===== src/core/utm_pkg.sv =====
// shared constants and state types for the timer-clocked serial port
package utm_pkg;
  localparam int         MC_CLKS       = 6;
  localparam logic [2:0] MC_LAST       = 3'(MC_CLKS - 1);
  localparam logic [2:0] SCLK_LO_FIRST = 3'h2;
  localparam logic [2:0] SCLK_LO_LAST  = 3'h4;
  localparam logic [1:0] TM_13BIT      = 2'h0;
  localparam logic [1:0] TM_16BIT      = 2'h1;
  localparam logic [1:0] TM_RELOAD     = 2'h2;
  localparam logic [1:0] TM_SPLIT      = 2'h3;
  localparam logic [1:0] SM_SHIFT      = 2'h0;
  localparam logic [1:0] SM_ASYNC10    = 2'h1;
  localparam logic [1:0] SM_FIXED11    = 2'h2;
  localparam logic [1:0] SM_TIMED11    = 2'h3;
  localparam int         T0_MODE_LSB   = 0;
  localparam int         T0_CT_BIT     = 2;
  localparam int         T0_GATE_BIT   = 3;
  localparam int         T1_MODE_LSB   = 4;
  localparam int         T1_CT_BIT     = 6;
  localparam int         T1_GATE_BIT   = 7;
  localparam logic [4:0] LO13_FULL     = 5'h1f;
  localparam logic [7:0] BYTE_FULL     = 8'hff;
  localparam logic [3:0] OS_LAST       = 4'hf;
  localparam logic [3:0] OS_MID        = 4'h7;
  localparam logic [3:0] BITS_SHIFT    = 4'h8;
  localparam logic [3:0] BITS_ASYNC10  = 4'ha;
  localparam logic [3:0] BITS_ASYNC11  = 4'hb;
  localparam int         PIN_CNT0      = 0;
  localparam int         PIN_CNT1      = 1;
  localparam int         PIN_GATE0     = 2;
  localparam int         PIN_GATE1     = 3;
  localparam int         PIN_SER       = 4;
  typedef enum logic [2:0] {TX_IDLE = 3'b001, TX_WAIT = 3'b010, TX_SEND = 3'b100} utm_tx_type;
  typedef enum logic [2:0] {RX_IDLE = 3'b001, RX_SHIFT = 3'b010, RX_FRAME = 3'b100} utm_rx_type;
endpackage


===== src/core/utm_cnt_if.sv =====
// count strobes and byte access between the port logic and one timer
`timescale 1ns/100ps
interface utm_cnt_if;
  logic [1:0] mode;
  logic       inc_lo;
  logic       inc_hi;
  logic       wr_lo;
  logic       wr_hi;
  logic [7:0] wdata;
  logic [7:0] lo;
  logic [7:0] hi;
  logic       ovf_lo;
  logic       ovf_hi;
  modport ctl (output mode, inc_lo, inc_hi, wr_lo, wr_hi, wdata, input lo, hi, ovf_lo, ovf_hi);
  modport tmr (input mode, inc_lo, inc_hi, wr_lo, wr_hi, wdata, output lo, hi, ovf_lo, ovf_hi);
endinterface


===== src/core/utm_core.sv =====
// serial port with two timer/counters, timer 1 overflow as baud source
// Functional notes
// 13-bit mode wraps and sets overflow flag
// count only when run and gate allow
// 13-bit count uses high byte, low five
// run bit never clears the count
// gate bits at mode bits seven, three
// 16-bit mode uses both bytes fully
// 8-bit mode reloads low from high
// timer one mode three stops it
// timer zero split: two byte counters
// timer one still clocks baud then
// toggle pin on overflow, starts high
// full duplex, second byte overwrites unread
// write loads transmit, read gives receive
// shift mode: eight bits, clock sixth
// ten-bit frame, stop into ninth field
// eleven-bit frame with programmable ninth bit
// fixed mode rate thirty-second or sixteenth
// variable rate from timer one overflow
// receive start conditions per mode
// buffer write always starts transmission; the code ignores a write unless the transmitter is in TX_IDLE
// bit seven shows error or mode
// timer ticks every six clocks
// counter counts sampled falling pin edges
// sixteen-times sampling, divider reset on start
// done flags set by hardware, software clears
`timescale 1ns/100ps
module utm_core
  import utm_pkg::*;
(
  input  wire logic       core_clk,
  input  wire logic       rst_b,
  input  wire logic [7:0] timer_mode_register,
  input  wire logic       timer0_run_bit,
  input  wire logic       timer1_run_bit,
  output logic            timer0_overflow_flag,
  output logic            timer1_overflow_flag,
  input  wire logic [1:0] timer_flag_clr,
  input  wire logic [1:0] ext_gate_input,
  input  wire logic [3:0] count_byte_wr,
  input  wire logic [7:0] count_byte_wdata,
  output logic [7:0]      timer0_low_byte,
  output logic [7:0]      timer0_high_byte,
  output logic [7:0]      timer1_low_byte,
  output logic [7:0]      timer1_high_byte,
  input  wire logic       toggle_enable_zero,
  input  wire logic       toggle_enable_one,
  input  wire logic       count_pin_zero_in,
  output logic            count_pin_zero_out,
  output logic            count_pin_zero_oe,
  input  wire logic       count_pin_one_in,
  output logic            count_pin_one_out,
  output logic            count_pin_one_oe,
  input  wire logic       serial_buffer_wr,
  input  wire logic [7:0] serial_buffer_wdata,
  output logic [7:0]      serial_buffer_rdata,
  input  wire logic       serial_mode_bit_zero,
  input  wire logic       serial_mode_bit_one,
  input  wire logic       receive_enable,
  input  wire logic       transmit_ninth_bit,
  output logic            received_ninth_bit,
  output logic            tx_done_flag,
  output logic            rx_done_flag,
  output logic            framing_error_flag,
  input  wire logic       tx_done_clr,
  input  wire logic       rx_done_clr,
  input  wire logic       framing_error_clr,
  input  wire logic       error_view_select,
  input  wire logic       baud_doubling_bit,
  output logic            serial_ctrl_bit7,
  input  wire logic       ser_data_in,
  output logic            ser_data_out,
  output logic            ser_data_oe,
  output logic            ser_clk_tx_out
);
  utm_cnt_if t0 ();
  utm_cnt_if t1 ();

  utm_timer u_timer0 (.core_clk(core_clk), .rst_b(rst_b), .cnt(t0.tmr));
  utm_timer u_timer1 (.core_clk(core_clk), .rst_b(rst_b), .cnt(t1.tmr));

  // pin synchronisers
  logic [4:0] sy1_q;
  logic [4:0] sy2_q;
  wire  [4:0] pins_raw = {ser_data_in, ext_gate_input, count_pin_one_in, count_pin_zero_in};

  // machine cycle phase
  logic [2:0] ph_q;
  wire  [2:0] ph_d    = (ph_q == MC_LAST) ? 3'h0 : ph_q + 3'h1;
  wire        mc_tick = (ph_q == MC_LAST);
  wire        sclk    = !((ph_q >= SCLK_LO_FIRST) && (ph_q <= SCLK_LO_LAST));

  // timer control decode
  logic [1:0] samp_q;
  wire [1:0] t0_mode = timer_mode_register[T0_MODE_LSB +: 2];
  wire [1:0] t1_mode = timer_mode_register[T1_MODE_LSB +: 2];
  wire       t0_split = (t0_mode == TM_SPLIT);
  wire [1:0] fall = {2{mc_tick}} & samp_q & ~sy2_q[PIN_CNT1:PIN_CNT0];
  wire gate0_ok = !timer_mode_register[T0_GATE_BIT] || sy2_q[PIN_GATE0];
  wire gate1_ok = !timer_mode_register[T1_GATE_BIT] || sy2_q[PIN_GATE1];
  wire en0 = timer0_run_bit && gate0_ok;
  wire t1_run = t0_split ? 1'b1 : timer1_run_bit;
  wire en1 = t1_run && gate1_ok && (t1_mode != TM_SPLIT);
  wire src0 = timer_mode_register[T0_CT_BIT] ? fall[0] : mc_tick;
  wire src1 = timer_mode_register[T1_CT_BIT] ? fall[1] : mc_tick;

  assign t0.mode   = t0_mode;
  assign t0.inc_lo = en0 && src0;
  assign t0.inc_hi = t0_split && timer1_run_bit && mc_tick;
  assign t0.wr_lo  = count_byte_wr[0];
  assign t0.wr_hi  = count_byte_wr[1];
  assign t0.wdata  = count_byte_wdata;
  assign t1.mode   = t1_mode;
  assign t1.inc_lo = en1 && src1;
  assign t1.inc_hi = 1'b0;
  assign t1.wr_lo  = count_byte_wr[2];
  assign t1.wr_hi  = count_byte_wr[3];
  assign t1.wdata  = count_byte_wdata;

  assign timer0_low_byte  = t0.lo;
  assign timer0_high_byte = t0.hi;
  assign timer1_low_byte  = t1.lo;
  assign timer1_high_byte = t1.hi;

  // overflow flags: a set in the clear cycle wins
  logic tf0_q;
  logic tf1_q;
  wire  tf1_set = t0_split ? t0.ovf_hi : t1.ovf_lo;
  wire  tf0_d   = t0.ovf_lo || (tf0_q && !timer_flag_clr[0]);
  wire  tf1_d   = tf1_set || (tf1_q && !timer_flag_clr[1]);
  assign timer0_overflow_flag = tf0_q;
  assign timer1_overflow_flag = tf1_q;

  // overflow toggle outputs, held high while disabled
  logic tog0_q;
  logic tog1_q;
  wire  tog0_d = !toggle_enable_zero || (tog0_q ^ t0.ovf_lo);
  wire  tog1_d = !toggle_enable_one || (tog1_q ^ t1.ovf_lo);
  assign count_pin_zero_out = tog0_q;
  assign count_pin_zero_oe  = toggle_enable_zero;
  assign count_pin_one_out  = tog1_q;
  assign count_pin_one_oe   = toggle_enable_one;

  // baud generation
  logic       half_q;
  logic [3:0] tdiv_q;
  wire [1:0] smode = {serial_mode_bit_zero, serial_mode_bit_one};
  wire       m0    = (smode == SM_SHIFT);
  wire       nine  = (smode == SM_FIXED11) || (smode == SM_TIMED11);
  wire       base  = (smode == SM_FIXED11) ? 1'b1 : t1.ovf_lo;
  wire       tick16 = base && (baud_doubling_bit || half_q);
  wire [3:0] frame_bits = m0 ? BITS_SHIFT : (nine ? BITS_ASYNC11 : BITS_ASYNC10);
  wire       tx_tick = m0 ? mc_tick : (tick16 && (tdiv_q == OS_LAST));

  // transmitter
  utm_tx_type  tx_st_q;
  utm_tx_type  tx_st_d;
  logic [10:0] tx_sh_q;
  logic [10:0] tx_sh_d;
  logic [3:0]  tx_cnt_q;
  logic [3:0]  tx_cnt_d;
  logic        ti_set;
  logic        ti_q;
  wire [10:0] tx_load = m0 ? {3'h7, serial_buffer_wdata}
                           : {1'b1, nine ? transmit_ninth_bit : 1'b1, serial_buffer_wdata, 1'b0};

  always_comb
  begin
    tx_st_d  = tx_st_q;
    tx_sh_d  = tx_sh_q;
    tx_cnt_d = tx_cnt_q;
    ti_set   = 1'b0;
    case (tx_st_q)
      TX_IDLE:
      begin
        if (serial_buffer_wr)
        begin
          tx_st_d  = TX_WAIT;
          tx_sh_d  = tx_load;
          tx_cnt_d = frame_bits;
        end
      end
      TX_WAIT:
      begin
        if (tx_tick)
          tx_st_d = TX_SEND;
      end
      TX_SEND:
      begin
        if (tx_tick)
        begin
          if (tx_cnt_q == 4'h1)
          begin
            tx_st_d = TX_IDLE;
            ti_set  = 1'b1;
          end
          else
          begin
            tx_sh_d  = {1'b1, tx_sh_q[10:1]};
            tx_cnt_d = tx_cnt_q - 4'h1;
          end
        end
      end
      default: tx_st_d = TX_IDLE;
    endcase
  end

  // receiver
  utm_rx_type rx_st_q;
  utm_rx_type rx_st_d;
  logic [9:0] rx_sh_q;
  logic [9:0] rx_sh_d;
  logic [3:0] rcnt_q;
  logic [3:0] rcnt_d;
  logic [3:0] rdiv_q;
  logic [3:0] rdiv_d;
  logic       rx_prev_q;
  logic [7:0] rbuf_q;
  logic [7:0] rbuf_d;
  logic       rb8_q;
  logic       rb8_d;
  logic       ri_set;
  logic       fe_set;
  logic       ri_q;
  logic       fe_q;
  wire        rxd_s   = sy2_q[PIN_SER];
  wire [3:0]  rx_last = frame_bits - 4'h1;
  wire        rx_mid  = tick16 && (rdiv_q == OS_MID);

  always_comb
  begin
    rx_st_d = rx_st_q;
    rx_sh_d = rx_sh_q;
    rcnt_d  = rcnt_q;
    rdiv_d  = tick16 ? rdiv_q + 4'h1 : rdiv_q;
    rbuf_d  = rbuf_q;
    rb8_d   = rb8_q;
    ri_set  = 1'b0;
    fe_set  = 1'b0;
    case (rx_st_q)
      RX_IDLE:
      begin
        rcnt_d = 4'h0;
        if (m0 && receive_enable && !ri_q)
          rx_st_d = RX_SHIFT;
        else if (!m0 && receive_enable && tick16 && rx_prev_q && !rxd_s)
        begin
          rx_st_d = RX_FRAME;
          rdiv_d  = 4'h0;
        end
      end
      RX_SHIFT:
      begin
        if (mc_tick)
        begin
          rx_sh_d = {rxd_s, rx_sh_q[9:1]};
          rcnt_d  = rcnt_q + 4'h1;
          if (rcnt_q == rx_last)
          begin
            rx_st_d = RX_IDLE;
            rbuf_d  = {rxd_s, rx_sh_q[9:3]};
            ri_set  = 1'b1;
          end
        end
      end
      RX_FRAME:
      begin
        if (rx_mid)
        begin
          rcnt_d = rcnt_q + 4'h1;
          if ((rcnt_q == 4'h0) && rxd_s)
            rx_st_d = RX_IDLE;
          else if (rcnt_q == rx_last)
          begin
            rx_st_d = RX_IDLE;
            rbuf_d  = nine ? rx_sh_q[8:1] : rx_sh_q[9:2];
            rb8_d   = nine ? rx_sh_q[9] : rxd_s;
            fe_set  = !rxd_s;
            ri_set  = 1'b1;
          end
          else if (rcnt_q != 4'h0)
            rx_sh_d = {rxd_s, rx_sh_q[9:1]};
        end
      end
      default: rx_st_d = RX_IDLE;
    endcase
  end

  // serial flags: a set in the clear cycle wins
  wire ti_d = ti_set || (ti_q && !tx_done_clr);
  wire ri_d = ri_set || (ri_q && !rx_done_clr);
  wire fe_d = fe_set || (fe_q && !framing_error_clr);
  wire clk_on = (tx_st_q == TX_SEND) || (rx_st_q == RX_SHIFT);
  wire txd_d  = m0 ? (!clk_on || sclk) : ((tx_st_q != TX_SEND) || tx_sh_q[0]);
  logic txd_q;

  assign serial_buffer_rdata = rbuf_q;
  assign received_ninth_bit  = rb8_q;
  assign tx_done_flag        = ti_q;
  assign rx_done_flag        = ri_q;
  assign framing_error_flag  = fe_q;
  assign serial_ctrl_bit7    = error_view_select ? fe_q : serial_mode_bit_zero;
  assign ser_data_out        = tx_sh_q[0];
  assign ser_data_oe         = m0 && (tx_st_q == TX_SEND);
  assign ser_clk_tx_out      = txd_q;

  always_ff @(posedge core_clk or negedge rst_b)
  begin
    if (!rst_b)
    begin
      sy1_q  <= 5'h1f;
      sy2_q  <= 5'h1f;
      ph_q   <= 3'h0;
      samp_q <= 2'h3;
      tf0_q  <= 1'b0;
      tf1_q  <= 1'b0;
      tog0_q <= 1'b1;
      tog1_q <= 1'b1;
      half_q <= 1'b0;
      tdiv_q <= 4'h0;
    end
    else
    begin
      sy1_q  <= pins_raw;
      sy2_q  <= sy1_q;
      ph_q   <= ph_d;
      samp_q <= mc_tick ? sy2_q[PIN_CNT1:PIN_CNT0] : samp_q;
      tf0_q  <= tf0_d;
      tf1_q  <= tf1_d;
      tog0_q <= tog0_d;
      tog1_q <= tog1_d;
      half_q <= half_q ^ base;
      tdiv_q <= tick16 ? tdiv_q + 4'h1 : tdiv_q;
    end
  end

  always_ff @(posedge core_clk or negedge rst_b)
  begin
    if (!rst_b)
    begin
      tx_st_q   <= TX_IDLE;
      tx_sh_q   <= 11'h7ff;
      tx_cnt_q  <= 4'h0;
      ti_q      <= 1'b0;
      txd_q     <= 1'b1;
      rx_st_q   <= RX_IDLE;
      rx_sh_q   <= 10'h000;
      rcnt_q    <= 4'h0;
      rdiv_q    <= 4'h0;
      rx_prev_q <= 1'b1;
      rbuf_q    <= 8'h00;
      rb8_q     <= 1'b0;
      ri_q      <= 1'b0;
      fe_q      <= 1'b0;
    end
    else
    begin
      tx_st_q   <= tx_st_d;
      tx_sh_q   <= tx_sh_d;
      tx_cnt_q  <= tx_cnt_d;
      ti_q      <= ti_d;
      txd_q     <= txd_d;
      rx_st_q   <= rx_st_d;
      rx_sh_q   <= rx_sh_d;
      rcnt_q    <= rcnt_d;
      rdiv_q    <= rdiv_d;
      rx_prev_q <= tick16 ? rxd_s : rx_prev_q;
      rbuf_q    <= rbuf_d;
      rb8_q     <= rb8_d;
      ri_q      <= ri_d;
      fe_q      <= fe_d;
    end
  end

  chk_mc_six_clocks: assert property (@(posedge core_clk) disable iff (!rst_b)
    mc_tick |=> !mc_tick [*5] ##1 mc_tick)
    else $error("machine cycle is not six clocks");
  chk_gate_blocks_count: assert property (@(posedge core_clk) disable iff (!rst_b)
    (!timer0_run_bit || (timer_mode_register[T0_GATE_BIT] && !sy2_q[PIN_GATE0])) |-> !t0.inc_lo)
    else $error("timer 0 counted while held");
  chk_mode3_stops_t1: assert property (@(posedge core_clk) disable iff (!rst_b)
    (t1_mode == TM_SPLIT) && !count_byte_wr[2] && !count_byte_wr[3] |=> $stable(t1.lo) && $stable(t1.hi))
    else $error("timer 1 moved in mode 3");
  chk_overflow_sets_flag: assert property (@(posedge core_clk) disable iff (!rst_b)
    t0.ovf_lo |=> timer0_overflow_flag)
    else $error("timer 0 overflow flag not set");
  chk_toggle_on_ovf: assert property (@(posedge core_clk) disable iff (!rst_b)
    toggle_enable_zero && t0.ovf_lo |=> !toggle_enable_zero || (count_pin_zero_out != $past(count_pin_zero_out)))
    else $error("toggle pin did not invert");
  chk_tx_done_sticky: assert property (@(posedge core_clk) disable iff (!rst_b)
    tx_done_flag && !tx_done_clr |=> tx_done_flag)
    else $error("tx done flag lost without clear");
  chk_fe_sticky: assert property (@(posedge core_clk) disable iff (!rst_b)
    framing_error_flag && !framing_error_clr |=> framing_error_flag)
    else $error("framing error flag lost without clear");
  chk_write_starts_tx: assert property (@(posedge core_clk) disable iff (!rst_b)
    serial_buffer_wr && (tx_st_q == TX_IDLE) |=> (tx_st_q == TX_WAIT) && (tx_sh_q[8:1] == $past(serial_buffer_wdata)
      || m0))
    else $error("buffer write did not start transmission");
  chk_split_high_tick: assert property (@(posedge core_clk) disable iff (!rst_b)
    t0_split && timer1_run_bit && !mc_tick |-> !t0.inc_hi ##1 1'b1)
    else $error("split high byte counted off machine cycle");
endmodule


===== src/core/utm_timer.sv =====
// one timer/counter: 13-bit, 16-bit, 8-bit reload and split byte modes
`timescale 1ns/100ps
module utm_timer
  import utm_pkg::*;
(
  input wire logic core_clk,
  input wire logic rst_b,
  utm_cnt_if.tmr   cnt
);
  logic [7:0] lo_q;
  logic [7:0] lo_d;
  logic [7:0] hi_q;
  logic [7:0] hi_d;

  wire       pair     = (cnt.mode == TM_13BIT) || (cnt.mode == TM_16BIT);
  wire       lo_full  = (cnt.mode == TM_13BIT) ? (lo_q[4:0] == LO13_FULL) : (lo_q == BYTE_FULL);
  wire       hi_full  = (hi_q == BYTE_FULL);
  wire [7:0] lo_inc   = lo_q + 8'h01;
  wire [4:0] lo13_inc = lo_q[4:0] + 5'h01;
  wire [7:0] hi_inc   = hi_q + 8'h01;

  assign cnt.ovf_lo = cnt.inc_lo && lo_full && (!pair || hi_full);
  assign cnt.ovf_hi = cnt.inc_hi && hi_full && (cnt.mode == TM_SPLIT);
  assign cnt.lo     = lo_q;
  assign cnt.hi     = hi_q;

  always_comb
  begin
    lo_d = lo_q;
    hi_d = hi_q;
    if (cnt.inc_lo)
    begin
      case (cnt.mode)
        TM_13BIT:
        begin
          lo_d = {lo_q[7:5], lo13_inc};
          if (lo_full)
            hi_d = hi_inc;
        end
        TM_RELOAD: lo_d = lo_full ? hi_q : lo_inc;
        default:
        begin
          lo_d = lo_inc;
          if (lo_full && pair)
            hi_d = hi_inc;
        end
      endcase
    end
    if (cnt.inc_hi && (cnt.mode == TM_SPLIT))
      hi_d = hi_inc;
    if (cnt.wr_lo)
      lo_d = cnt.wdata;
    if (cnt.wr_hi)
      hi_d = cnt.wdata;
  end

  always_ff @(posedge core_clk or negedge rst_b)
  begin
    if (!rst_b)
    begin
      lo_q <= 8'h00;
      hi_q <= 8'h00;
    end
    else
    begin
      lo_q <= lo_d;
      hi_q <= hi_d;
    end
  end

  chk_reload_from_high: assert property (@(posedge core_clk) disable iff (!rst_b)
    (cnt.mode == TM_RELOAD) && cnt.ovf_lo && !cnt.wr_lo && !cnt.wr_hi |=> (lo_q == $past(hi_q)) && $stable(hi_q))
    else $error("reload did not copy high byte");
  chk_wrap_thirteen: assert property (@(posedge core_clk) disable iff (!rst_b)
    (cnt.mode == TM_13BIT) && cnt.ovf_lo && !cnt.wr_lo && !cnt.wr_hi |=> (lo_q[4:0] == 5'h00) && (hi_q == 8'h00))
    else $error("13-bit count did not wrap to zero");
endmodule


===== config.mk =====
export PLATFORM = sky130hd
export DESIGN_NAME = utm_core
export DESIGN_NICKNAME = d
export VERILOG_FILES = /design/src/core/utm_pkg.sv /design/src/core/utm_cnt_if.sv /design/src/core/utm_core.sv /design/src/core/utm_timer.sv
export SDC_FILE = /design/constraint.sdc
export NUM_CORES = 1
export LEC_CHECK = 0
export BUFFER_PORTS_ARGS = -buffer_cell sky130_fd_sc_hd__buf_2
export CAP_MARGIN = 5
export CORE_MARGIN = 4
export CORE_UTILIZATION = 44
export DETAILED_ROUTE_END_ITERATION = 7
export GPL_TIMING_DRIVEN = 1
export PLACE_DENSITY_LB_ADDON = 0.25
export SYNTH_ARGS = -nofsm -noshare
export SYNTH_HDL_FRONTEND = slang
export SYNTH_SLANG_ARGS = --single-unit

===== constraint.sdc =====
create_clock -name core_clk -period 3.67 [get_ports core_clk]
set_input_delay 0.734 -clock core_clk [delete_from_list [all_inputs] [get_ports core_clk]]
set_output_delay 0.734 -clock core_clk [all_outputs]
set_load 0.005 [all_outputs]

-- Yosys cells after proc, flatten, opt, wreduce, memory -nomap -nowiden
Cells that the tools add are included.
- reduce and logical (&&, ||, !) cells: 92
- eq/ne operators: 45
- order comparisons: 2
- bitwise operators: 7
- add/sub/neg operators: 12
- muxes and demuxes: 87
- operator list (cell ; number):
    $mux 8 ; 21
    $pmux 8 s2 ; 5
    $mux 10 ; 6
    $mux 4 ; 9
    $logic_and 1x1->1 ; 33
    $mux 11 ; 3
    $mux 3 ; 11
    $add 8x1->8 const B ; 4
    $eq 8x8->1 const B ; 4
    $ne 2x2->1 const B ; 16
    $mux 1 ; 24
    $pmux 11 s2 ; 1
    $pmux 10 s2 ; 1
    $reduce_and 4->1 ; 5
    $logic_or 1x1->1 ; 18
    $pmux 3 s3 ; 2
    $logic_not 1->1 ; 16
    $add 4x1->4 const B ; 3
    $pmux 4 s3 ; 1
    $reduce_and 6->1 ; 2
    $add 5x1->5 const B ; 2
    $eq 2x2->1 const B ; 5
    $eq 5x5->1 const B ; 2
    $reduce_bool 2->1 ; 5
    28 further kinds ; 46
- output and inout bits: 54
- bits in registers: 109
- input bits: 51
- word-level logic and storage cells: 275

-- Logic depth before layout (Yosys ltp)
Gate-level depths: netlist of the first run.
- depth in word-level cells: 15
- depth in mapped cells: 11
- depth with buffers taken out: 10

-- Hierarchy
A second synthesis of the first run with hierarchy kept.
- cell total of the unflattened synthesis: 666
- area, all modules: 6286.0 um^2
- modules (own cells, without submodules) (module ; cells an instance ; area each (um^2) ; seq. area each (um^2) ; times used):
    utm_core ; 363 ; 3719.8 ; 1911.8 ; 1
    utm_timer (u_timer1) ; 152 ; 1285.0 ; 400.4 ; 1
    utm_timer (u_timer0) ; 151 ; 1281.2 ; 400.4 ; 1

-- Worst setup path before layout of the first run
Ideal clock, no wire load.
- path kind: input to register
- start point: input serial_mode_bit_zero
- end point: register rbuf_q[0] (netlist: serial_buffer_rdata[0])
- data required time: 3.545 ns
- data arrival time: 2.584 ns
- buffers on the path: 2
- setup slack: 0.961 ns
- stages on the path: 8
- setup time: 0.125 ns
- path through: buf_2 or2_2 buf_4 o32ai_1 a21o_2 nand4_2 nand2_2 mux2_2
- cells in the longest elaborated chain, start to end: 8
- elaborated cells on any way between the ends: 20
- those cells by class: 1 x add/sub; 6 x eq/ne; 8 x mux; 5 x reduce/logical
- RTL lines (element ; RTL line ; source):
    start, declared ; utm_core.sv:58 ; input wire logic serial_mode_bit_zero,
    $eq 2x2->1, on equally long branches ; utm_core.sv:150, utm_core.sv:151 ;
    $logic_or 1x1->1 ; utm_core.sv:150 ; wire nine = (smode == SM_FIXED11) || (smode == SM_TIMED11);
    $mux 1 ; utm_core.sv:153 ; wire [3:0] frame_bits = m0 ? BITS_SHIFT : (nine ? BITS_ASYNC11 : BITS_ASYNC10);
    $mux 2 ; utm_core.sv:153 ;
    $sub 4x1->4 ; utm_core.sv:228 ; wire [3:0] rx_last = frame_bits - 4'h1;
    $eq 4x4->1 ; utm_core.sv:259, utm_core.sv:274 ;
    $ne 2x2->1 (no line) ; n/a ;
    $reduce_and 6->1 (no line) ; n/a ;
    end signal, assigned ; utm_core.sv:369 ; rbuf_q <= rbuf_d;
    end, declared ; utm_core.sv:219 ; logic [7:0] rbuf_q;
Several ways; a longest one is shown, not always the timed one. The select of a mux whose other input is x is not followed.
A chain may end at the register's enable or synchronous reset.

-- Worst setup path after layout of the first run
- start point: register u_timer1.lo_q[0] (netlist: u_timer1.cnt.lo[0])
- end point: register rbuf_q[3] (netlist: serial_buffer_rdata[3])
- cells in the longest elaborated chain, start to end: 9
- elaborated cells on any way between the ends: 10
- those cells by class: 3 x eq/ne; 2 x mux; 5 x reduce/logical
- RTL lines (element ; RTL line ; source):
    start, declared ; utm_timer.sv:10 ; logic [7:0] lo_q;
    start signal, assigned ; utm_timer.sv:66 ; lo_q <= lo_d;
    $eq 8x8->1 or $eq 5x5->1 (tied branches) ; utm_timer.sv:16 ; wire lo_full = (cnt.mode == TM_13BIT) ? (lo_q[4:0] == LO13_FULL) : (lo_q == BYTE_FULL);
    $mux 1 (*) ; utm_timer.sv:16 ;
    $logic_and 1x1->1 (*) (2 in series) ; utm_timer.sv:22 ; assign cnt.ovf_lo = cnt.inc_lo && lo_full && (!pair || hi_full);
    $mux 1 (*) ; utm_core.sv:151 ; wire base = (smode == SM_FIXED11) ? 1'b1 : t1.ovf_lo;
    $logic_and 1x1->1 (*) ; utm_core.sv:152 ; wire tick16 = base && (baud_doubling_bit || half_q);
    $logic_and 1x1->1 (*) ; utm_core.sv:229 ; wire rx_mid = tick16 && (rdiv_q == OS_MID);
    $ne 2x2->1 (no line) (*) ; n/a ;
    $reduce_and 6->1 (no line) (*) ; n/a ;
Every way passes the cells marked *; elsewhere a longest branch is shown, timed or not.

==> results.md, run 1 <==
Placement:
- In this run the tool buffered the top-level ports with 104 buffer cells.
- Detailed placement finished with a half-perimeter wire length of 10800 um.
- Routability-driven placement finished with a final weighted congestion of 0.852.

Route:
- The pre-antenna-repair detailed-routing pass consisted of 7 iterations.
- The final antenna-violating net count is 0.
- The number of vias in the routed layout is 5218.
- After detailed routing, the number of remaining DRC violations is 0.
- The count of routing violations after the opening detailed-route iteration is 455.
- The final wirelength is 14800 um.
- The routed length per placed instance is 16.0 um.
- The average via count per standard cell is 5.66.

Setup path:
- The worst setup path is of the flip-flop to flip-flop kind.
- The stage delay of the slowest cell on the critical path is 0.45 ns.
- STA puts the critical path data required time at 3.91 ns.
- The type of destination of the critical path is a flip-flop.
- The kind of cell adding the most delay to the critical path is simple AND/OR/NAND/NOR gates.
- Traced cell by cell, the critical path runs through ha_1 -> nand3_1 -> inv_1 -> ha_1 -> or3b_2 -> o31a_2 -> o41ai_4 -> nand4_2 -> nand2_2 -> mux2_2.
- STA classifies the critical path startpoint as a flip-flop.
- The number of buffer and inverter stages on the critical path is 1.
- Among the stages of the critical path, the cell type that occurs most often is sky130_fd_sc_hd__ha_1.
- The critical path arrival is 3.26 ns.
- In this run the register-to-register setup slack is 0.65 ns.
- The cell type of the slowest stage on the worst timing path is sky130_fd_sc_hd__or3b_2.
- The biggest fanout along the worst timing path is 8.

Clock network:
- The post-CTS clock slew at the launch and capture registers of the worst setup and hold paths is 0.07 ns.
- The number of hold buffers added after CTS was 0.
- The number of levels in the clock H-tree is 3.
- Buffers inserted during clock tree synthesis total 9.
- The maximum count of clock buffers along a single path is 2.
- The source-to-sink clock delay at the later pin of the worst-skew pair is 0.35 ns.
- Clock tree synthesis selected as its root buffer the cell sky130_fd_sc_hd__clkbuf_16.
- TritonCTS built the clock tree.
- The CTS sink count is 107.
- Buffers added to address setup during post-CTS repair amount to 0.
- The number of gates resized after CTS was 0.

Synth:
- The number of library cell types mapped by synthesis is 78.
- The total nets after synthesis is 715.
- Counting every instance in the synthesized netlist gives 652.
- The async set or reset register ratio after synthesis is 100%.
- After synthesis the cells add up to 6110 sq um.
- In the synthesized netlist the dominant register cell turns out to be sky130_fd_sc_hd__dfrtp_1.
- The number of enable flip-flop cells after synthesis is 0.
- The share of the yosys chip area belonging to registers is 44.4%.
- The Yosys step of the flow raised 0 warnings.
- The register bit total from synthesis is 107.
- In this run the mean area of a mapped cell was 9.38 sq um.

Floorplan:
- The initial core utilization is 45.6%.
- The floorplan has 42 rows.
- The region available for standard cell placement spans 13400 sq um.
- The I/O pin count is 105.
- The chip width is 126 um.
- The die covers 15800 sq um.
- From bottom edge to top edge, the die measures 126 um.

Global routing:
- Across every metal layer, demand over resource in global routing totals 18.8%.
- The met2 usage is 30.6%.
- The number of antenna violations at the first check in global routing is 0.
- The largest net degree at the start of global routing is 64.
- met2 is the most crowded layer.
- The number of global-route vias before repair is 5044.
- The met3 track demand over resource is 4.57%.
- The global-route wire length before repair is 24800 um.
- The met1 usage in global routing is 24.8%.
- The overall overflow remaining after global route is 0.

Power:
- The sequential share of power is 49.7%.
- The logic gate share of total power is 19.8%.
- The switching part of the total is 29.5%.
- The cell internal power dissipation is 0.00229 W.
- The part of the total power dissipated in the clock network is 30.5%.
- The power per unit of standard cell area is 460 nW/um^2.
- Summed over all nets, the switching power comes to 0.000960 W.
- The maximum resistive drop on vdd is 0.302 mV.
- The total leakage power is 3.21 nW.

Layout:
- Leaving out fill and tap cells, the most frequent cells in the layout are sky130_fd_sc_hd__nand2_1 (103), sky130_fd_sc_hd__buf_2 (103), sky130_fd_sc_hd__dfrtp_1 (79), sky130_fd_sc_hd__o21ai_0 (48), sky130_fd_sc_hd__nor2_1 (42).
- The number of antenna diodes in the final layout is 0.
- The number of nets in the finished design is 804.
- The growth of design area from synthesis to finish is 15.4%.
- The final standard cell utilization of the core is 52.7%.
- Cells with a size suffix above 1 make up 25.3% of the layout.

Timing:
- The max-slew violation count came to 0.
- In this run the tightest slew margin relative to its limit is 35.5%.
- The time the worst path needs with I/O delays and setup is 3.02 ns.
- The actual transition at the worst max-transition pin is 0.967 ns.
- The post-route fraction of the period consumed by the critical path is 82.2%.
- The total count of hold-check failures in the final report is 0.
- Setup repair after global routing left no endpoint under its margin.
- On the final layout, the worst clock skew is 0.0118 ns.
- Setup total negative slack on the finished layout was measured at 0 ns.
- The achievable frequency is 331 MHz.
- The final-report setup violation count is 0.

Job:
- The tool flagged a number of max-cap violations equal to 0.

Hold path:
- The path type of the worst min-delay path is flip-flop to flip-flop.

Run status:
- The flow ran to the end, and the final reports show no timing, DRC or antenna violations.
power groups by stage:
stage / Sequential [W] / Combinational [W] / Clock (W)
2_1_floorplan: 0.00158 / 0.000466 / 0
3_3_place_gp: 0.00162 / 0.000618 / 0
3_5_place_dp: 0.00163 / 0.000646 / 0
4_1_cts: 0.00161 / 0.000649 / 0.00102
5_1_grt: 0.00165 / 0.000726 / 0.00107
6_report: 0.00162 / 0.000643 / 0.000990
cell families after synthesis:
| family | Yosys count | share of synthesized area, % |
|---|---|---|
| AO/OA/AOI/OAI | 156 | 17.7 |
| AND/OR/NAND/NOR | 248 | 19.9 |
| flip-flops | 107 | 44.4 |
| multiplexers | 42 | 7.26 |
| buffers and inverters | 58 | 4.11 |
| adder cells (fa/ha/maj) | 12 | 2.46 |
| XOR/XNOR | 29 | 4.15 |
registers in the layout, summed over array words and instances, names as in the netlist, 2 cells and up:
signal               count
rcnt_q                   4
serial_buffer_rdata      8
rx_st_q                  3
rdiv_q                   4
tx_st_q                  3
u_timer1.cnt.lo          8
u_timer0.cnt.hi          8
u_timer1.cnt.hi          8
tdiv_q                   4
ph_q                     3
rx_sh_q                  9
tx_sh_q                 10
sy2_q                    5
tx_cnt_q                 4
samp_q                   2
sy1_q                    5
u_timer0.cnt.lo          8
metal layers:
metal  up-vias  wire length (um)
met3        19               814
met4         0               255
met1      2527              6700
met5         -                 0
met2       157              6990
li1       2515                 -
synth_stat cells, types with 2 or more instances:
master	n	area (sq um)
sky130_fd_sc_hd__nand2_1	103	387
sky130_fd_sc_hd__dfrtp_1	79	1980
sky130_fd_sc_hd__o21ai_0	48	240
sky130_fd_sc_hd__nor2_1	42	158
sky130_fd_sc_hd__a21oi_1	33	165
sky130_fd_sc_hd__dfstp_2	28	736
sky130_fd_sc_hd__inv_1	27	101
sky130_fd_sc_hd__mux2i_1	23	230
sky130_fd_sc_hd__nand3_1	18	90.1
sky130_fd_sc_hd__clkbuf_1	15	56.3
sky130_fd_sc_hd__mux2_2	15	169
sky130_fd_sc_hd__xnor2_1	15	131
sky130_fd_sc_hd__o22ai_1	14	87.6
sky130_fd_sc_hd__xor2_1	14	123
sky130_fd_sc_hd__ha_1	12	150
sky130_fd_sc_hd__nand4_1	12	75.1
sky130_fd_sc_hd__nor3_1	12	60.1
sky130_fd_sc_hd__a222oi_1	9	90.1
sky130_fd_sc_hd__nand2b_1	9	56.3
sky130_fd_sc_hd__and3_1	8	50.1
sky130_fd_sc_hd__nor2b_1	8	50.1
sky130_fd_sc_hd__nor3b_1	7	52.6
sky130_fd_sc_hd__buf_2	6	30.0
sky130_fd_sc_hd__a211oi_1	5	37.5
sky130_fd_sc_hd__and2_1	5	31.3
sky130_fd_sc_hd__buf_4	5	37.5
sky130_fd_sc_hd__buf_1	4	15.0
sky130_fd_sc_hd__mux2_1	4	45.0
sky130_fd_sc_hd__a22o_1	3	26.3
sky130_fd_sc_hd__nand3b_1	3	22.5
sky130_fd_sc_hd__o21a_1	3	22.5
sky130_fd_sc_hd__o31ai_1	3	22.5
sky130_fd_sc_hd__o32ai_1	3	26.3
sky130_fd_sc_hd__or2_2	3	18.8
sky130_fd_sc_hd__a221oi_1	2	17.5
sky130_fd_sc_hd__a31o_2	2	17.5
sky130_fd_sc_hd__and4_1	2	17.5
sky130_fd_sc_hd__nor4_1	2	12.5
sky130_fd_sc_hd__o21ai_1	2	10.0
sky130_fd_sc_hd__o221ai_1	2	17.5
sky130_fd_sc_hd__o22a_1	2	17.5
sky130_fd_sc_hd__o311ai_0	2	17.5
sky130_fd_sc_hd__o32a_1	2	20.0
sky130_fd_sc_hd__or3b_2	2	17.5
layout make-up:
| class | instances | area (sq um) |
|---|---|---|
| clock buffers | 14 | 264 |
| clock inverters | 2 | 35.0 |
| fillers | 1201 | 6340 |
| inverters | 27 | 101 |
| multi-input cells | 487 | 3150 |
| flip-flops and latches | 107 | 2710 |
| well taps | 176 | 220 |
| repair buffers | 109 | 573 |
final timing paths:
path / from / to / cells past startpoint
setup reg to reg: u_timer1.cnt.lo[0]$_DFFE_PN0P_ / serial_buffer_rdata[3]$_DFFE_PN0P_ / 10
setup / recovery: u_timer1.cnt.lo[0]$_DFFE_PN0P_ / serial_buffer_rdata[3]$_DFFE_PN0P_ / 10
hold reg to reg: sy1_q[0]$_DFF_PN1_ / sy2_q[0]$_DFF_PN1_ / 0
max in group asynchronous: rst_b / tx_sh_q[9]$_DFFE_PN1P_ / 2
hold / removal: sy1_q[0]$_DFF_PN1_ / sy2_q[0]$_DFF_PN1_ / 0
min in group asynchronous: rst_b / u_timer0.cnt.lo[2]$_DFFE_PN0P_ / 1
per-stage QoR:
step                hold WS [ns]  total power [W]  setup slack [ns]  std cells  area [sq um]
CTS                        0.360          0.00328             0.634        922          7060
finish                     0.357          0.00325             0.652        922          7060
global route               0.367          0.00345             0.376        922          7060
floorplan                  0.345          0.00204             0.961        652          6110
detailed placement         0.350          0.00227             0.585        906          6760
global placement           0.346          0.00224             0.683        906          6760
Note: power is estimated with default switching activity, not from simulation.
==> run 2: changes to the inputs <==
Clock period 3.67 ns to 2.9 ns, I/O delays scaled along.
==> run 2 against run 1 <==
Compared with the run above:
- global-route usage grew 0.17 points
- highest routed layer unchanged
- core utilization grew 0.90 points
- clock power grew 13%
- setup slack lost 0.48 ns
- sequential power grew 27%
- via count grew 0.65%
- critical endpoint is now serial_buffer_rdata[0]$_DFFE_PN0P_
- clock-buffer cell count is the same
- sequential cell count is the same
- die area is the same
- final area grew 1.7%
- register-to-register slack lost 0.48 ns
- critical path type unchanged
==> results.md, run 2 (synthesis gave the netlist of run 1 again) <==
Run status:
- The run finished with clean final reports.

Timing:
- The time the worst path needs with I/O delays and setup is 2.73 ns (-0.292 ns).
- The worst clock skew is 0.00869 ns (-0.00311 ns).
- The final-report setup violation count is 0 (unchanged).
- The total count of hold-check failures in the final report is 0 (unchanged).
- The max-slew violation count was 0 (unchanged).
- The post-route fraction of the period consumed by the critical path is 94.0% (+12 points).
- Setup repair after global routing left no endpoint under its margin.
- The remaining max-slew budget at the tightest pin is 35.3% (-0.19 points).
- The achievable frequency is 367 MHz (+11%).
- The sum of negative setup slack is 0 ns (unchanged).
- The actual transition at the worst max-transition pin is 0.970 ns (+0.00288 ns).

Floorplan:
- The die extent in y is 126 um (unchanged).
- The area of the die was 15800 sq um (unchanged).
- The initial core utilization is 45.6% (unchanged).
- The area of the core region is 13400 sq um (unchanged).
- The chip width is 126 um (unchanged).
- The number of rows in the core area is 42 (unchanged).
- The I/O pin count came to 105 (unchanged).

Route:
- The number of vias in the routed layout came to 5252 (+0.65%).
- The remaining design rule violation count came to 0 (unchanged).
- The average via count per standard cell is 5.62 (-0.75%).
- The routed length per placed instance is 16.0 um (+0.29%).
- The final wirelength was 15000 um (+1.7%).
- The final antenna-violating net count is 0 (unchanged).
- The count of routing violations after the opening detailed-route iteration is 354 (-22%).
- The number of iterations in the first detailed-routing pass is 6 (-1).

Setup path:
- The required time reported for the critical path endpoint is 3.13 ns (-0.78 ns).
- The stage delay of the slowest cell on the critical path was 0.43 ns (-0.02 ns).
- The critical path in this run is classified as flip-flop to flip-flop.
- The type of destination of the critical path is a flip-flop.
- The biggest fanout along the worst timing path was 8 (unchanged).
- The cell type of the slowest stage on the worst timing path is sky130_fd_sc_hd__o41ai_4.
- The worst setup path is launched from a flip-flop.
- The critical path arrival is 2.96 ns (-0.30 ns).
- The critical path goes through ha_4 -> nand3_2 -> inv_2 -> ha_2 -> or3b_4 -> o31a_4 -> o41ai_4 -> nand4_2 -> nand2_4 -> mux2_2.

Clock network:
- The total CTS buffers is 9 (unchanged).
- The number of levels in the clock H-tree is 3 (unchanged).
- The cts-stage hold buffer count is 0 (unchanged).
- The maximum count of clock buffers along a single path is 2 (unchanged).
- The post-CTS clock slew at the launch and capture registers of the worst setup and hold paths is 0.07 ns (about the same).
- The source-to-sink clock delay at the later pin of the worst-skew pair is 0.35 ns (about the same).
- TritonCTS built the clock tree.
- The CTS root buffer is sky130_fd_sc_hd__clkbuf_16.
- The CTS sink count is 107 (unchanged).

Global routing:
- The combined global-route utilization of all metal layers was 19.0% (+0.17 points).
- The number of antenna violations at the first check in global routing is 0 (unchanged).
- The number of global-route vias before repair came to 5140 (+1.9%).
- The global-route wire length before repair came to 25200 um (+1.2%).
- The largest net degree at the start of global routing is 54 (-16%).
- The overall overflow remaining after global route is 0 (unchanged).

Layout:
- The multi-input gate area in the final layout came to 3220 sq um (+2.1%).
- The number of flip-flops under the largest register name is 10 (unchanged).
- The number of antenna cells inserted came to 0 (unchanged).
- The library cells used most frequently in the layout, excluding fill and tap cells, are sky130_fd_sc_hd__nand2_1 (103), sky130_fd_sc_hd__buf_2 (103), sky130_fd_sc_hd__dfrtp_1 (79), sky130_fd_sc_hd__o21ai_0 (47), sky130_fd_sc_hd__nor2_1 (42).
- The fraction of layout instances using a drive strength above 1 is 27.5% (+2.2 points).
- The number of nets in the finished design is 817 (+1.6%).
- The number of fill cells came to 1218 (+1.4%).
- The register name with the most flops is tx_sh_q.
- The area of all placed cells without fillers is 7180 sq um (+1.7%).
- The area occupied by registers came to 2710 sq um (unchanged).
- From synthesis to final layout, the design area changed by 17.4%.
- The non-filler instance count after layout was 935 (+1.4%).
- In the final layout, the registers with the most flip-flops are tx_sh_q: 10 flops, rx_sh_q: 9 flops.

Placement:
- The last weighted congestion value of the routability-driven placer is 0.846 (-0.73%).
- The total cell area at the placement stage was 6830 sq um (+1.0%).
- The number of buffers added on ports was 104 (unchanged).
- The HPWL reported at the end of detailed placement is 11000 um (+2.5%).
- The number of placed instances with taps included came to 915 (+0.99%).

Power:
- The total leakage power is 3.29 nW (+2.4%).
- The power per unit of standard cell area was 558 nW/um^2 (+21%).
- The maximum resistive drop on vdd is 0.308 mV (+2.1%).
- The logic gate share of total power is 21.0% (+1.2 points).
- The switching part of the total came to 30.7% (+1.1 points).
- The switching power total is 0.00123 W (+28%).
- The sequential share of power is 51.1% (+1.4 points).
- The part of the total power dissipated in the clock network is 27.9% (-2.6 points).
- The cell internal power dissipation is 0.00278 W (+21%).

Hold path:
- The path type of the worst min-delay path is input port to asynchronous set/reset pin.

Job:
- The total of max-cap violations is 0 (unchanged).
run 2: cell types whose count changed in the layout (fill, tap and decap cells not counted), sizes merged:
cell and delta:
buf +13, bufinv -1, clkinvlp +1
run 2: power by group through the flow:
stage	Sequential [W]	Combinational, W	Clock, W
2_1_floorplan	0.00200	0.000590	0
3_3_place_gp	0.00205	0.000789	0
3_5_place_dp	0.00206	0.000829	0
4_1_cts	0.00204	0.000832	0.00115
5_1_grt	0.00209	0.000954	0.00121
6_report	0.00205	0.000842	0.00112
run 2: path summary, 6_finish.rpt:
| check | from | to | slack (ns) | cells after the start |
|---|---|---|---|---|
| max in group asynchronous | rst_b | rx_st_q[0]$_DFFE_PN1P_ | 1.86 | 2 |
| hold / removal | rst_b | u_timer0.cnt.lo[2]$_DFFE_PN0P_ | 0.27 | 1 |
| hold reg to reg | sy1_q[4]$_DFF_PN1_ | sy2_q[4]$_DFF_PN1_ | 0.36 | 0 |
| setup reg to reg | u_timer1.cnt.lo[0]$_DFFE_PN0P_ | serial_buffer_rdata[0]$_DFFE_PN0P_ | 0.17 | 10 |
| setup / recovery | u_timer1.cnt.lo[0]$_DFFE_PN0P_ | serial_buffer_rdata[0]$_DFFE_PN0P_ | 0.17 | 10 |
| min in group core_clk | count_pin_one_in | sy1_q[1]$_DFF_PN1_ | 0.32 | 1 |
run 2: layout make-up:
cell class                 instances  share of cell area, %
inverter                          27                   1.41
timing repair buffer             122                   9.34
tap                              176                   3.07
clock buffer                      14                   3.40
sequential                       107                   37.8
multi-input combinational        487                   44.8
clock inverter                     2                  0.174
run 2: through the flow:
| step | setup slack, ns | util [%] | total power [W] | hold WS [ns] |
|---|---|---|---|---|
| 3_5_place_dp | 0.0332 | 50.9 | 0.00289 | 0.349 |
| 4_1_cts | 0.0388 | 52.8 | 0.00402 | 0.296 |
| 5_1_grt | 0.0444 | 53.6 | 0.00425 | 0.314 |
| 6_report | 0.174 | 53.6 | 0.00401 | 0.271 |
| 2_1_floorplan | 0.206 | - | 0.00259 | 0.284 |
| 3_3_place_gp | 0.181 | 50.9 | 0.00284 | 0.346 |
run 2: worst max-delay path: cells and delay by family, from the launching register on:
family | cells | cell delay, ns
simple gates | 4 | 0.86
mux | 1 | 0.35
buf+inv | 1 | 0.07
compound gates | 2 | 0.57
flops | 1 | 0.41
fa+ha+maj | 2 | 0.34
run 2: repair_timing:
item,in CTS,in global routing
resized for setup,0,15
setup buffers,0,4
setup endpoints to repair,0,35
run 2: layer usage:
metal  track usage (%)  part of all wire [%]
met5                 0                     0
met2              30.5                    47
met4              6.69                   2.0
met1              26.1                    47
met3              2.92                   4.4
==> run 3: changes to the inputs <==
Settings changed: CTS_BUF_LIST from default to sky130_fd_sc_hd__clkbuf_16.
==> run 3 against run 2 <==
Compared with the run above:
- global-route usage stayed put
- clock skew about the same
- setup slack about the same
- sequential power about the same
- non-clock buffer count did not move
==> results.md, run 3 (synthesis gave the netlist of run 1 again) <==
Timing:
- The max-slew violation count came to 0 (unchanged).
- The time the worst path needs with I/O delays and setup is 2.73 ns (-0.000492 ns).
- The actual transition at the worst max-transition pin came to 0.966 ns (-0.00434 ns).
- The achievable frequency is 367 MHz (about the same).
- The remaining max-slew budget at the tightest pin was 35.6% (+0.29 points).
- The worst clock skew is 0.00877 ns (+0.0000735 ns).
- The total count of hold-check failures in the final report is 0 (unchanged).
- The sum of negative setup slack is 0 ns (unchanged).
- The final-report setup violation count is 0 (unchanged).
- The post-route fraction of the period consumed by the critical path is 94.0% (about the same).
- Setup repair after global routing left no endpoint under its margin.

Global routing:
- The global-route wire length before repair is 25200 um (unchanged).
- The combined global-route utilization of all metal layers came to 19.0% (unchanged).
- The number of antenna violations at the first check in global routing came to 0 (unchanged).
- The overall overflow remaining after global route is 0 (unchanged).
- The number of global-route vias before repair is 5140 (unchanged).
- The largest net degree at the start of global routing is 54 (unchanged).

Setup path:
- The biggest fanout along the worst timing path is 8 (unchanged).
- The critical path launch point type is a flip-flop.
- The critical path in this run is classified as flip-flop to flip-flop.
- The worst setup path is captured at a flip-flop.
- The critical path arrival is 2.96 ns (about the same).
- The required time reported for the critical path endpoint was 3.14 ns (about the same).

Clock network:
- The source-to-sink clock delay at the later pin of the worst-skew pair is 0.35 ns (about the same).
- The CTS sink count is 107 (unchanged).
- The CTS tree is done.
- The maximum count of clock buffers along a single path is 2 (unchanged).
- The post-CTS clock slew at the launch and capture registers of the worst setup and hold paths is 0.07 ns (about the same).
- The total CTS buffers is 9 (unchanged).
- The cts-stage hold buffer count was 0 (unchanged).
- The CTS root buffer is sky130_fd_sc_hd__clkbuf_16.
- The number of levels in the clock H-tree is 3 (unchanged).

Power:
- The maximum resistive drop on vdd is 0.308 mV (about the same).
- The part of the total power dissipated in the clock network came to 27.6% (-0.3 points).
- The logic gate share of total power was 21.1% (about the same).
- The switching part of the total came to 30.8% (+0.15 points).
- The switching power total was 0.00123 W (about the same).
- The total leakage power was 3.31 nW (+0.63%).
- The power per unit of standard cell area is 556 nW/um^2 (-0.42%).
- The sequential share of power is 51.3% (+0.2 points).
- The overall power of the completed layout is 0.00399 W (-0.42%).
- The cell internal power dissipation is 0.00276 W (-0.64%).

Hold path:
- The tightest min-delay check is of the input port to asynchronous set/reset pin type.

Placement:
- The number of buffers added on ports is 104 (unchanged).
- The last weighted congestion value of the routability-driven placer is 0.846 (unchanged).
- The HPWL reported at the end of detailed placement is 11000 um (unchanged).
- The number of placed instances with taps included came to 915 (unchanged).

Layout:
- The number of fill cells is 1218 (unchanged).
- The growth of design area from synthesis to finish is 17.4% (unchanged).
- The fraction of layout instances using a drive strength above 1 was 27.5% (unchanged).
- The number of nets in the finished design is 817 (unchanged).
- The register with the most flip-flops in the final layout is tx_sh_q.
- The non-filler instance count after layout is 935 (unchanged).
- The final standard cell utilization of the core is 53.6% (unchanged).
- The number of flip-flops under the largest register name is 10 (unchanged).
- The number of antenna cells inserted is 0 (unchanged).
- In the layout the commonest cells are sky130_fd_sc_hd__nand2_1 (103), sky130_fd_sc_hd__buf_2 (103), sky130_fd_sc_hd__dfrtp_1 (79), sky130_fd_sc_hd__o21ai_0 (47), sky130_fd_sc_hd__nor2_1 (42).
- In the final layout, the registers with the most flip-flops are tx_sh_q: 10 flops, rx_sh_q: 9 flops.

Floorplan:
- The area of the die is 15800 sq um (unchanged).
- The area of the core region was 13400 sq um (unchanged).
- The I/O pin count is 105 (unchanged).
- The initial core utilization came to 45.6% (unchanged).
- The chip width came to 126 um (unchanged).
- The die extent in y is 126 um (unchanged).
- The number of rows in the core area is 42 (unchanged).

Run status:
- The run finished with clean final reports.

Route:
- The average via count per standard cell is 5.61 (about the same).
- The count of routing violations after the opening detailed-route iteration was 332 (-6.2%).
- The final antenna-violating net count is 0 (unchanged).
- The final wirelength was 15000 um (-0.35%).
- The number of vias in the routed layout is 5247 (-0.095%).
- The remaining design rule violation count is 0 (unchanged).
- The number of iterations in the first detailed-routing pass is 5 (-1).
- The routed length per placed instance is 16.0 um (-0.35%).

Job:
- The total of max-cap violations came to 0 (unchanged).
[run 3: cell type report]
cell class	instances	area, sq um	share of cell area [%]
inverters	27	101	1.41
well taps	176	220	3.07
clock inverters	7	31.3	0.436
flip-flops and latches	107	2710	37.8
multi-input cells	487	3220	44.8
clock buffers	9	225	3.14
repair buffers	122	671	9.34
[run 3: worst paths after layout]
| check | startpoint | end | slack (ns) | cells past startpoint |
|---|---|---|---|---|
| setup / recovery | u_timer1.cnt.lo[0]$_DFFE_PN0P_ | serial_buffer_rdata[0]$_DFFE_PN0P_ | 0.17 | 10 |
| hold / removal | rst_b | u_timer0.cnt.lo[2]$_DFFE_PN0P_ | 0.27 | 1 |
| setup reg to reg | u_timer1.cnt.lo[0]$_DFFE_PN0P_ | serial_buffer_rdata[0]$_DFFE_PN0P_ | 0.17 | 10 |
| hold reg to reg | sy1_q[4]$_DFF_PN1_ | sy2_q[4]$_DFF_PN1_ | 0.36 | 0 |
| max in group asynchronous | rst_b | rx_st_q[0]$_DFFE_PN1P_ | 1.86 | 2 |
| min in group core_clk | count_pin_one_in | sy1_q[1]$_DFF_PN1_ | 0.32 | 1 |
[run 3: timing repair]
action	in CTS	in global routing
resized for setup	0	15
buffers inserted	0	4
endpoints found under the setup margin	0	35
[run 3: worst max-delay path, cell delays in order (launching register included)]
cell	delay, ns
sky130_fd_sc_hd__dfrtp_1	0.41
sky130_fd_sc_hd__ha_4	0.17
sky130_fd_sc_hd__nand3_2	0.09
sky130_fd_sc_hd__inv_2	0.07
sky130_fd_sc_hd__ha_2	0.17
sky130_fd_sc_hd__or3b_4	0.38
sky130_fd_sc_hd__o31a_4	0.14
sky130_fd_sc_hd__o41ai_4	0.43
sky130_fd_sc_hd__nand4_2	0.21
sky130_fd_sc_hd__nand2_4	0.18
sky130_fd_sc_hd__mux2_2	0.35
[run 3: layer usage]
layer | track usage, % | share of wire [%] | up-vias
li1 | - | - | 2539
met1 | 26.1 | 47 | 2539
met2 | 30.5 | 46 | 141
met3 | 2.92 | 4.6 | 28
met4 | 6.69 | 2.3 | 0
met5 | 0 | 0 | -
[run 3: power groups by stage]
stage / combinational, W / sequential (W) / clock (W)
after floorplan: 0.000590 / 0.00200 / 0
after global routing: 0.000954 / 0.00209 / 0.00119
after global placement: 0.000789 / 0.00205 / 0
after CTS: 0.000832 / 0.00204 / 0.00114
after detailed placement: 0.000829 / 0.00206 / 0
final: 0.000841 / 0.00205 / 0.00110
[run 3: per-stage QoR]
step           hold slack (ns)  area (sq um)  worst slack (ns)
3_3_place_gp             0.346          6830             0.181
6_report                 0.271          7180             0.174
2_1_floorplan            0.284          6110             0.206
3_5_place_dp             0.349          6830            0.0332
5_1_grt                  0.314          7180            0.0447
4_1_cts                  0.295          7080            0.0390
